File: src/meas_seq_pkg.sv
// Register map, field layouts, timing constants and types of the sequencer
package meas_seq_pkg;

  // ==========================================================
  // Register map (byte addresses)
  localparam logic [7:0] CFG_OFS     = 8'h00;
  localparam logic [7:0] SHUNT_OFS   = 8'h04;
  localparam logic [7:0] BUS_OFS     = 8'h08;
  localparam logic [7:0] POWER_OFS   = 8'h0c;
  localparam logic [7:0] CURRENT_OFS = 8'h10;
  localparam logic [7:0] CAL_OFS     = 8'h14;
  localparam logic [7:0] STATUS_OFS  = 8'h18;

  // ==========================================================
  // Fields
  localparam int unsigned MODE_SHUNT_BIT = 0;
  localparam int unsigned MODE_BUS_BIT   = 1;
  localparam int unsigned MODE_CONT_BIT  = 2;
  localparam int unsigned READY_BIT      = 0;
  localparam int unsigned BUSY_BIT       = 1;

  typedef struct packed {
    logic [2:0] avg;
    logic [2:0] bus_ct;
    logic [2:0] shunt_ct;
    logic [2:0] mode;
  } cfg_t;

  localparam int unsigned CFG_W = $bits(cfg_t);
  localparam cfg_t CFG_RESET = '{avg: 3'h0, bus_ct: 3'h4, shunt_ct: 3'h4,
                                 mode: 3'h7};

  typedef struct packed {
    logic signed [15:0] shunt;
    logic        [15:0] bus;
    logic signed [15:0] current;
    logic signed [15:0] power;
  } result_t;

  typedef enum logic [1:0] {
    ST_IDLE  = 2'b00,
    ST_WAKE  = 2'b01,
    ST_SHUNT = 2'b11,
    ST_BUS   = 2'b10
  } state_t;

  // ==========================================================
  // Timing: conversion times in us, 140 us .. 8244 us
  localparam logic [13:0] CT_US [8] = '{14'h008c, 14'h00cc, 14'h014c,
                                        14'h024c, 14'h044c, 14'h0844,
                                        14'h103c, 14'h2034};
  localparam logic [3:0] AVG_SHIFT [8] = '{4'h0, 4'h2, 4'h4, 4'h6,
                                           4'h7, 4'h8, 4'h9, 4'ha};
  localparam int unsigned CLK_NS     = 50;
  localparam int unsigned NS_PER_US  = 1000;
  localparam int unsigned NS_PER_MS  = 1000000;
  localparam int unsigned WAKE_MS    = 40;
  localparam int unsigned CYC_PER_US = NS_PER_US / CLK_NS;
  localparam int unsigned WAKE_CYC   = WAKE_MS * (NS_PER_MS / CLK_NS);

  // ==========================================================
  // Widths and arithmetic scaling
  localparam int unsigned DATA_W    = 16;
  localparam int unsigned ACC_W     = 26;
  localparam int unsigned CNT_W     = 24;
  localparam int unsigned SET_W     = 11;
  localparam int unsigned CUR_SHIFT = 11;
  localparam int unsigned PWR_SHIFT = 13;

endpackage

File: src/meas_seq.sv
// Conversion sequencer with averaging, current and power arithmetic
//
// Function
// - Continuous mode repeats shunt then bus conversions
// - Current computed after each shunt sample
// - Power computed after each bus sample
// - Uncalibrated device reports zero current and power
// - Averaging above one accumulates, not outputs
// - Averaged results load all outputs of the measured channels together
// - Outputs hold until next complete result
// - Result reads never disturb conversions
// - Arithmetic runs beside conversions, adds no time
// - Shunt-only and bus-only modes exist
// - Triggered write runs one averaged set
// - Power-down halts; 40 ms settle after wake
// - Registers stay accessible during power-down
// - Power-down holds until active mode written
// - Ready flag set when cycle completes
// - Configuration write clears ready, except power-down
// - Status read clears ready flag
// - Conversion times 140 us to 8.244 ms
// - Shunt and bus times chosen independently
//
// Added by the designer: the placing of the registers and the APB slave port.
`timescale 1ns/1ns
module meas_seq #(
  parameter int unsigned CYC_PER_US = meas_seq_pkg::CYC_PER_US,
  parameter int unsigned WAKE_CYC   = meas_seq_pkg::WAKE_CYC
) (
  input  wire logic        pclk,
  input  wire logic        presetn,
  input  wire logic        psel,
  input  wire logic        penable,
  input  wire logic        pwrite,
  input  wire logic [7:0]  paddr,
  input  wire logic [31:0] pwdata,
  input  wire logic [3:0]  pstrb,
  output logic      [31:0] prdata,
  output logic             pready,
  output logic             pslverr,
  input  wire logic [15:0] shunt_adc,
  input  wire logic [15:0] bus_adc,
  output logic             front_end_on,
  output logic             adc_busy,
  output logic             adc_on_bus,
  output logic             conv_ready
);

  // ==========================================================
  // Parameter checks
  if (CYC_PER_US < 1 || WAKE_CYC < 1 ||
      CYC_PER_US * meas_seq_pkg::CT_US[7] >=
      (32'h1 << meas_seq_pkg::CNT_W)) begin
    $error("meas_seq: timing parameters out of range");
  end

  meas_seq_pkg::cfg_t    cfg_reg;
  meas_seq_pkg::result_t res_reg;
  meas_seq_pkg::state_t  state_reg;
  logic [15:0]                       cal_reg;
  logic                              cal_set_reg;
  logic                              ready_reg;
  logic [meas_seq_pkg::CNT_W-1:0]    cnt_reg;
  logic [meas_seq_pkg::SET_W-1:0]    set_cnt_reg;
  logic [15:0]                       shunt_meta_reg, shunt_sync_reg;
  logic [15:0]                       bus_meta_reg, bus_sync_reg;
  logic                              calc_valid_reg, calc_bus_reg;
  logic                              calc_last_reg;
  logic [15:0]                       samp_reg;
  logic signed [15:0]                last_cur_reg;
  logic signed [meas_seq_pkg::ACC_W-1:0] acc_shunt_reg, acc_bus_reg;
  logic signed [meas_seq_pkg::ACC_W-1:0] acc_cur_reg, acc_pwr_reg;
  logic [31:0]                       prdata_reg;

  // ==========================================================
  // APB decode
  logic               acc_wr, acc_rd, cfg_wr, stat_rd, mapped;
  meas_seq_pkg::cfg_t new_cfg;
  logic [15:0]        new_cfg_raw;
  logic [15:0]        new_cal;

  function automatic logic [15:0] merge16(input logic [15:0] old_v,
                                          input logic [31:0] wd,
                                          input logic [3:0]  strb);
    merge16 = {strb[1] ? wd[15:8] : old_v[15:8],
               strb[0] ? wd[7:0]  : old_v[7:0]};
  endfunction

  function automatic logic is_pd(input logic [2:0] m);
    is_pd = !m[meas_seq_pkg::MODE_SHUNT_BIT] &&
            !m[meas_seq_pkg::MODE_BUS_BIT];
  endfunction

  function automatic meas_seq_pkg::state_t first_st(input logic [2:0] m);
    first_st = m[meas_seq_pkg::MODE_SHUNT_BIT] ? meas_seq_pkg::ST_SHUNT
                                              : meas_seq_pkg::ST_BUS;
  endfunction

  assign acc_wr  = psel && penable && pwrite;
  assign acc_rd  = psel && penable && !pwrite;
  assign cfg_wr  = acc_wr && paddr == meas_seq_pkg::CFG_OFS;
  assign stat_rd = acc_rd && paddr == meas_seq_pkg::STATUS_OFS;
  assign mapped  = paddr inside {meas_seq_pkg::CFG_OFS,
                                 meas_seq_pkg::SHUNT_OFS,
                                 meas_seq_pkg::BUS_OFS,
                                 meas_seq_pkg::POWER_OFS,
                                 meas_seq_pkg::CURRENT_OFS,
                                 meas_seq_pkg::CAL_OFS,
                                 meas_seq_pkg::STATUS_OFS};
  assign new_cfg_raw = merge16(16'(cfg_reg), pwdata, pstrb);
  // Upper lanes beyond the field layout are dropped on purpose
  assign new_cfg = meas_seq_pkg::cfg_t'(
                     new_cfg_raw[meas_seq_pkg::CFG_W-1:0]);
  assign new_cal = merge16(cal_reg, pwdata, pstrb);
  // Zero wait states: reads never stall the sequencer
  assign pready  = 1'b1;
  assign pslverr = psel && penable && !mapped;
  assign prdata  = prdata_reg;

  // ==========================================================
  // Configuration and calibration registers
  always_ff @(posedge pclk or negedge presetn) begin
    if (!presetn) begin
      cfg_reg <= meas_seq_pkg::CFG_RESET;
    end else if (cfg_wr) begin
      cfg_reg <= new_cfg;
    end
  end

  always_ff @(posedge pclk or negedge presetn) begin
    if (!presetn) begin
      cal_reg     <= 16'h0000;
      cal_set_reg <= 1'b0;
    end else if (acc_wr && paddr == meas_seq_pkg::CAL_OFS) begin
      cal_reg     <= new_cal;
      cal_set_reg <= 1'b1;
    end
  end

  // Read data latched in setup so it is a flop output in access
  always_ff @(posedge pclk or negedge presetn) begin
    if (!presetn) begin
      prdata_reg <= 32'h0000_0000;
    end else if (psel && !penable && !pwrite) begin
      unique case (paddr)
        meas_seq_pkg::CFG_OFS:     prdata_reg <= 32'(cfg_reg);
        meas_seq_pkg::SHUNT_OFS:   prdata_reg <= 32'(res_reg.shunt);
        meas_seq_pkg::BUS_OFS:     prdata_reg <= 32'(res_reg.bus);
        meas_seq_pkg::POWER_OFS:   prdata_reg <= 32'(res_reg.power);
        meas_seq_pkg::CURRENT_OFS: prdata_reg <= 32'(res_reg.current);
        meas_seq_pkg::CAL_OFS:     prdata_reg <= 32'(cal_reg);
        meas_seq_pkg::STATUS_OFS: begin
          prdata_reg <= 32'h0000_0000;
          prdata_reg[meas_seq_pkg::READY_BIT] <= ready_reg;
          prdata_reg[meas_seq_pkg::BUSY_BIT]  <=
            state_reg != meas_seq_pkg::ST_IDLE;
        end
        default: prdata_reg <= 32'h0000_0000;
      endcase
    end
  end

  // ==========================================================
  // Front-end sample synchronisers
  always_ff @(posedge pclk or negedge presetn) begin
    if (!presetn) begin
      shunt_meta_reg <= 16'h0000;
      shunt_sync_reg <= 16'h0000;
      bus_meta_reg   <= 16'h0000;
      bus_sync_reg   <= 16'h0000;
    end else begin
      shunt_meta_reg <= shunt_adc;
      shunt_sync_reg <= shunt_meta_reg;
      bus_meta_reg   <= bus_adc;
      bus_sync_reg   <= bus_meta_reg;
    end
  end

  // ==========================================================
  // Sequencer
  logic [2:0]                     ct_sel;
  logic [meas_seq_pkg::CNT_W-1:0] conv_lim;
  logic [meas_seq_pkg::SET_W-1:0] avg_max;
  logic                           conv_done, set_end, avg_last, stop;

  assign ct_sel   = (state_reg == meas_seq_pkg::ST_BUS) ? cfg_reg.bus_ct
                                                        : cfg_reg.shunt_ct;
  assign conv_lim = meas_seq_pkg::CNT_W'(
                      meas_seq_pkg::CT_US[ct_sel] * CYC_PER_US);
  assign conv_done = (state_reg == meas_seq_pkg::ST_SHUNT ||
                      state_reg == meas_seq_pkg::ST_BUS) &&
                     cnt_reg == conv_lim - 1'b1;
  assign set_end  = conv_done && (state_reg == meas_seq_pkg::ST_BUS ||
                    !cfg_reg.mode[meas_seq_pkg::MODE_BUS_BIT]);
  assign avg_max  = meas_seq_pkg::SET_W'((32'h1 <<
                      meas_seq_pkg::AVG_SHIFT[cfg_reg.avg]) - 1);
  assign avg_last = set_cnt_reg == avg_max;
  assign stop     = set_end && avg_last &&
                    !cfg_reg.mode[meas_seq_pkg::MODE_CONT_BIT];

  // Reset starts in the settle phase, as after leaving power-down
  always_ff @(posedge pclk or negedge presetn) begin
    if (!presetn) begin
      state_reg <= meas_seq_pkg::ST_WAKE;
      cnt_reg   <= '0;
    end else if (cfg_wr) begin
      if (is_pd(new_cfg.mode)) begin
        state_reg <= meas_seq_pkg::ST_IDLE;
        cnt_reg   <= '0;
      end else if (state_reg == meas_seq_pkg::ST_WAKE) begin
        state_reg <= meas_seq_pkg::ST_WAKE;
        cnt_reg   <= cnt_reg;
      end else if (is_pd(cfg_reg.mode)) begin
        state_reg <= meas_seq_pkg::ST_WAKE;
        cnt_reg   <= '0;
      end else begin
        state_reg <= first_st(new_cfg.mode);
        cnt_reg   <= '0;
      end
    end else begin
      unique case (state_reg)
        meas_seq_pkg::ST_IDLE: cnt_reg <= '0;
        meas_seq_pkg::ST_WAKE: begin
          if (cnt_reg == meas_seq_pkg::CNT_W'(WAKE_CYC - 1)) begin
            state_reg <= first_st(cfg_reg.mode);
            cnt_reg   <= '0;
          end else begin
            cnt_reg <= cnt_reg + 1'b1;
          end
        end
        meas_seq_pkg::ST_SHUNT, meas_seq_pkg::ST_BUS: begin
          if (conv_done) begin
            cnt_reg <= '0;
            if (stop) begin
              state_reg <= meas_seq_pkg::ST_IDLE;
            end else if (state_reg == meas_seq_pkg::ST_SHUNT &&
                         cfg_reg.mode[meas_seq_pkg::MODE_BUS_BIT]) begin
              state_reg <= meas_seq_pkg::ST_BUS;
            end else begin
              state_reg <= first_st(cfg_reg.mode);
            end
          end else begin
            cnt_reg <= cnt_reg + 1'b1;
          end
        end
      endcase
    end
  end

  always_ff @(posedge pclk or negedge presetn) begin
    if (!presetn) begin
      set_cnt_reg <= '0;
    end else if (cfg_wr || (set_end && avg_last)) begin
      set_cnt_reg <= '0;
    end else if (set_end) begin
      set_cnt_reg <= set_cnt_reg + 1'b1;
    end
  end

  // ==========================================================
  // Arithmetic stage, one cycle behind each conversion end
  logic signed [32:0] cur_prod, pwr_prod;
  logic signed [15:0] cur_val, pwr_val;
  logic signed [meas_seq_pkg::ACC_W-1:0] s_shunt, s_bus, s_cur, s_pwr;
  logic                                  load_out;

  always_ff @(posedge pclk or negedge presetn) begin
    if (!presetn) begin
      calc_valid_reg <= 1'b0;
      calc_bus_reg   <= 1'b0;
      calc_last_reg  <= 1'b0;
      samp_reg       <= 16'h0000;
    end else begin
      calc_valid_reg <= conv_done && !cfg_wr;
      calc_bus_reg   <= state_reg == meas_seq_pkg::ST_BUS;
      calc_last_reg  <= set_end && avg_last;
      samp_reg       <= (state_reg == meas_seq_pkg::ST_BUS) ? bus_sync_reg
                                                          : shunt_sync_reg;
    end
  end

  assign cur_prod = 33'(signed'(samp_reg) * signed'({1'b0, cal_reg}));
  assign pwr_prod = 33'(last_cur_reg * signed'({1'b0, samp_reg}));
  assign cur_val  = cal_set_reg ? cur_prod[meas_seq_pkg::CUR_SHIFT +: 16]
                                : 16'sh0000;
  assign pwr_val  = cal_set_reg ? pwr_prod[meas_seq_pkg::PWR_SHIFT +: 16]
                                : 16'sh0000;

  assign s_shunt = acc_shunt_reg + (calc_bus_reg ? '0 :
                     meas_seq_pkg::ACC_W'(signed'(samp_reg)));
  assign s_cur   = acc_cur_reg + (calc_bus_reg ? '0 :
                     meas_seq_pkg::ACC_W'(cur_val));
  assign s_bus   = acc_bus_reg + (calc_bus_reg ?
                     meas_seq_pkg::ACC_W'(signed'({1'b0, samp_reg})) : '0);
  assign s_pwr   = acc_pwr_reg + (calc_bus_reg ?
                     meas_seq_pkg::ACC_W'(pwr_val) : '0);
  assign load_out = calc_valid_reg && calc_last_reg && !cfg_wr;

  function automatic logic [15:0] avg16(
      input logic signed [meas_seq_pkg::ACC_W-1:0] s,
      input logic [2:0] code);
    logic signed [meas_seq_pkg::ACC_W-1:0] q;
    q     = s >>> meas_seq_pkg::AVG_SHIFT[code];
    avg16 = q[15:0];
  endfunction

  always_ff @(posedge pclk or negedge presetn) begin
    if (!presetn) begin
      last_cur_reg <= 16'sh0000;
    end else if (calc_valid_reg && !calc_bus_reg) begin
      last_cur_reg <= cur_val;
    end
  end

  always_ff @(posedge pclk or negedge presetn) begin
    if (!presetn) begin
      acc_shunt_reg <= '0;
      acc_bus_reg   <= '0;
      acc_cur_reg   <= '0;
      acc_pwr_reg   <= '0;
    end else if (cfg_wr || load_out) begin
      acc_shunt_reg <= '0;
      acc_bus_reg   <= '0;
      acc_cur_reg   <= '0;
      acc_pwr_reg   <= '0;
    end else if (calc_valid_reg) begin
      acc_shunt_reg <= s_shunt;
      acc_bus_reg   <= s_bus;
      acc_cur_reg   <= s_cur;
      acc_pwr_reg   <= s_pwr;
    end
  end

  // Channels not measured in the selected mode keep their old values
  always_ff @(posedge pclk or negedge presetn) begin
    if (!presetn) begin
      res_reg <= '0;
    end else if (load_out) begin
      if (cfg_reg.mode[meas_seq_pkg::MODE_SHUNT_BIT]) begin
        res_reg.shunt   <= avg16(s_shunt, cfg_reg.avg);
        res_reg.current <= avg16(s_cur, cfg_reg.avg);
      end
      if (cfg_reg.mode[meas_seq_pkg::MODE_BUS_BIT]) begin
        res_reg.bus   <= avg16(s_bus, cfg_reg.avg);
        res_reg.power <= avg16(s_pwr, cfg_reg.avg);
      end
    end
  end

  // Set wins over clear in the same cycle; a load in a status read's setup cycle is cleared unread by its access
  always_ff @(posedge pclk or negedge presetn) begin
    if (!presetn) begin
      ready_reg <= 1'b0;
    end else if (load_out) begin
      ready_reg <= 1'b1;
    end else if ((cfg_wr && !is_pd(new_cfg.mode)) || stat_rd) begin
      ready_reg <= 1'b0;
    end
  end

  assign front_end_on = !is_pd(cfg_reg.mode);
  assign adc_busy     = state_reg == meas_seq_pkg::ST_SHUNT ||
                        state_reg == meas_seq_pkg::ST_BUS;
  assign adc_on_bus   = state_reg == meas_seq_pkg::ST_BUS;
  assign conv_ready   = ready_reg;
endmodule

File: config.mk
export PLATFORM = sky130hd
export DESIGN_NAME = meas_seq
export DESIGN_NICKNAME = d
export VERILOG_FILES = /design/src/meas_seq_pkg.sv /design/src/meas_seq.sv
export SDC_FILE = /design/constraint.sdc
export NUM_CORES = 2
export LEC_CHECK = 0
export BUFFER_PORTS_ARGS = -buffer_cell sky130_fd_sc_hd__buf_4
export CORE_MARGIN = 10
export CORE_UTILIZATION = 25
export DETAILED_ROUTE_END_ITERATION = 12
export GPL_TIMING_DRIVEN = 1
export SLEW_MARGIN = 25
export SYNTH_ARGS = -nofsm -noshare
export SYNTH_HDL_FRONTEND = slang
export SYNTH_SLANG_ARGS = --single-unit
File: constraint.sdc
create_clock -name pclk -period 7.7 [get_ports pclk]
set_input_delay 0.385 -clock pclk [delete_from_list [all_inputs] [get_ports pclk]]
set_output_delay 0.385 -clock pclk [all_outputs]
set_load 0.005 [all_outputs]
==> results.ini <==
[floorplan]
die_w_um = 411
pin_count = 119
num_rows = 143
die-area_mm2 = 0.169
fp.dieH_um = 411
start_util = 0.252
core_area_mm2 = 0.152

[setup_path]
r2r_slack_ns = -0.70
reg2reg_depth = 35
crit_type = flop to flop
r2r-start = samp_reg[4]
worstPathRequired_ns = 8.18
critPathMaxStageDelay_ns = 0.55
reg2reg_to = res_reg[30]
critPathSlowestCell = fa_2
end_kind = flop
worstPathArrival_ns = 8.89
startpoint_type = flop
crit_fanout = 6

[clock_network]
cts_made_buffers = 43
clk_path_buf_depth = 3
cts_tree = yes
cts_num_sinks = 351
root_buffer = clkbuf_16
clk_latency_ns = 0.58
path_clk_slew_ns = 0.06
htreeDepth = 2

[synth]
ys_ff_latch = 351
synth-async-reset-ratio = 1.00
synth_xor_area_frac = 0.0376
synthAdderAreaFrac = 0.293
synth_simple_gate_area_frac = 0.170
synth_top_area_cell = dfrtp_1
synth.avg_cell_area_um2 = 8.84
synth_mux_area_frac = 0.0429
yosysTopAreaCellShare = 0.225
yosysSeqAreaShare = 0.229
synth_edf_count = 0
synth-compound-area-share = 0.148
synth_area_mm2 = 0.0383
synth_top_family_by_area = adder cells
synth_flop_cell = dfrtp_1
synth_area_leaders = dfrtp_1 23%, fa_1 20%, ha_1 9.3%
synthCells = 4336
synth_cell_types = 94
ys_warn_count = 0

[global_route]
grt.total_usage = 0.141
grt_pass1_wl_mm = 194
overflow = 0
grt_antenna_before_repair = 8
grt_max_degree = 163
grt_pass1_vias = 33900

[power_and_ir_drop]
pwr-share-seq = 0.419
p_int_mw = 3.39
power_per_cell_area_mw_per_mm2 = 94.4
irDropWorstVdd_mv = 0.155
p_switching_mw = 1.26
clkPwrFrac = 0.462
pwr-share-comb = 0.118
power_leakage_nw = 23.0
swShare = 0.272

[timing]
setup-violations-final = 43
slew_headroom = 0.285
final_max_slew_viol_count = 0
fin_crit_ns = 8.40
fin_skew_ns = 0.0189
grt_setup_unrepaired = true
max_clock_freq_mhz = 119
layout_setup_ws_ns = -0.705
post-route-period-util = 1.09
hold_viol = 0
tightest_slew_ns = 1.07
hold_slack_ns = 0.0425

[route]
drtPass1Iterations = 5
vias = 33300
drc = 0
drt_wl_total_mm = 123
vias_per_cell = 4.85
wire_per_inst_um = 18.0
drtIter0Drc = 2602
ant_nets = 0

[job]
maxCapViolations = 0

[placed_design]
place.gp.congestion = 0.927
hpwlAfterDp_mm = 91.1
place_inst = 6661
port_buffers = 99

[finish]
n_antenna_cell = 0
layout_common_cells = 554 x buf_4, 518 x inv_1, 459 x nand2_1
fin_cells = 6863
drive_above_1_share = 0.241
layout_commonest_cell = buf_4
largest_reg_flops = 64
nets = 5548
area_delta_synth_final_pct = 28.6

[outcome]
status = complete, but fails checks
violations = negative setup slack

[worst_hold_path]
whs_endpoint = cal_reg[13]
hp-class = input port to flop
hold_start = pwdata[13]
holdPathStages = 2

cell usage after synthesis, types with 21 or more instances:
library cell	n
nand2_1	474
a211oi_1	45
a31oi_1	42
nand3_1	63
fa_1	383
a21oi_1	190
mux2i_1	94
nand4_1	22
xor2_1	61
nor3_1	58
o31ai_1	41
and2_1	298
o211ai_1	24
ha_1	285
inv_1	538
clkbuf_1	202
nor2b_1	33
dfrtp_1	345
a21o_1	35
a22o_1	83
and3_1	23
xnor2_1	99
mux2_2	58
a221oi_1	26
nor2_1	292
o21ai_0	206
nand2b_1	21
stage by stage:
stage	util	worst slack, ns	area [um2]	TNS [ns]	total power, mW
global placement	0.293	-1.03	44600	-30.76	2.48
floorplan	-	-0.0118	38800	-0.0118	2.22
global route	0.324	-0.998	49300	-32.51	4.83
detailed placement	0.294	-1.09	44600	-33.06	2.49
CTS	0.317	-0.700	48300	-16.14	4.69
finish	0.324	-0.705	49300	-17.39	4.65
kinds of logic after synthesis:
| group | after synthesis |
|---|---|
| XOR/XNOR | 162 |
| flip-flops | 351 |
| multiplexers | 155 |
| buffers and inverters | 785 |
| AND/OR/NAND/NOR | 1357 |
| other | 2 |
| AO/OA/AOI/OAI | 855 |
| adder cells (fa/ha/maj) | 669 |
final cells by class:
class	instances	area (um2)
clock buffers	53	1180
clock inverters	26	282
fillers	15700	103000
inverters	539	2020
multi-input cells	3202	28800
flip-flops and latches	351	8810
well taps	2030	2540
repair buffers	662	5680
worst max-delay path, delay by kind of cell (launching register included):
kind                     cells  cell delay, ns
flip-flops                   1            0.39
XOR/XNOR                     2            0.57
adder cells (fa/ha/maj)      8            3.51
buffers and inverters        9            0.99
AND/OR/NAND/NOR              6            0.92
AO/OA/AOI/OAI               10            1.91
power by group through the flow:
stage | clock network (mW) | logic [mW] | registers, mW
finish | 2.15 | 0.551 | 1.95
global route | 2.27 | 0.604 | 1.96
CTS | 2.19 | 0.548 | 1.95
detailed placement | 0 | 0.501 | 1.98
global placement | 0 | 0.496 | 1.98
floorplan | 0 | 0.251 | 1.97
worst max path at each step:
stage | cells after the start | from | slack, ns | endpoint
4_1_cts | 34 | samp_reg[4] | -0.70 | res_reg[29]
5_1_grt | 39 | samp_reg[4] | -1.0 | res_reg[29]
6_report | 35 | samp_reg[4] | -0.70 | res_reg[30]
2_1_floorplan | 31 | cal_reg[10] | -0.01 | res_reg[29]
3_3_place_gp | 36 | samp_reg[4] | -1.03 | res_reg[29]
3_5_place_dp | 35 | samp_reg[5] | -1.09 | res_reg[29]
repair_timing:
item,CTS,global route
hold buffers,33,0
gates resized for setup,316,173
gates cloned,2,0
buffers inserted,71,29
setup endpoints to repair,57,61
hold endpoints to repair,86,0
pin swaps,164,119
layer usage:
metal  wire length (um)  GRT usage  part of all wire  vias to the layer above
li1                   -          -                 -                    15300
met1              54300      0.193              0.44                    16700
met2              56900      0.229              0.46                     1056
met3               7210     0.0180             0.058                      232
met4               4840     0.0467             0.039                        8
met5                 46          0           0.00037                        -
Note: power is estimated with default switching activity, not from simulation.
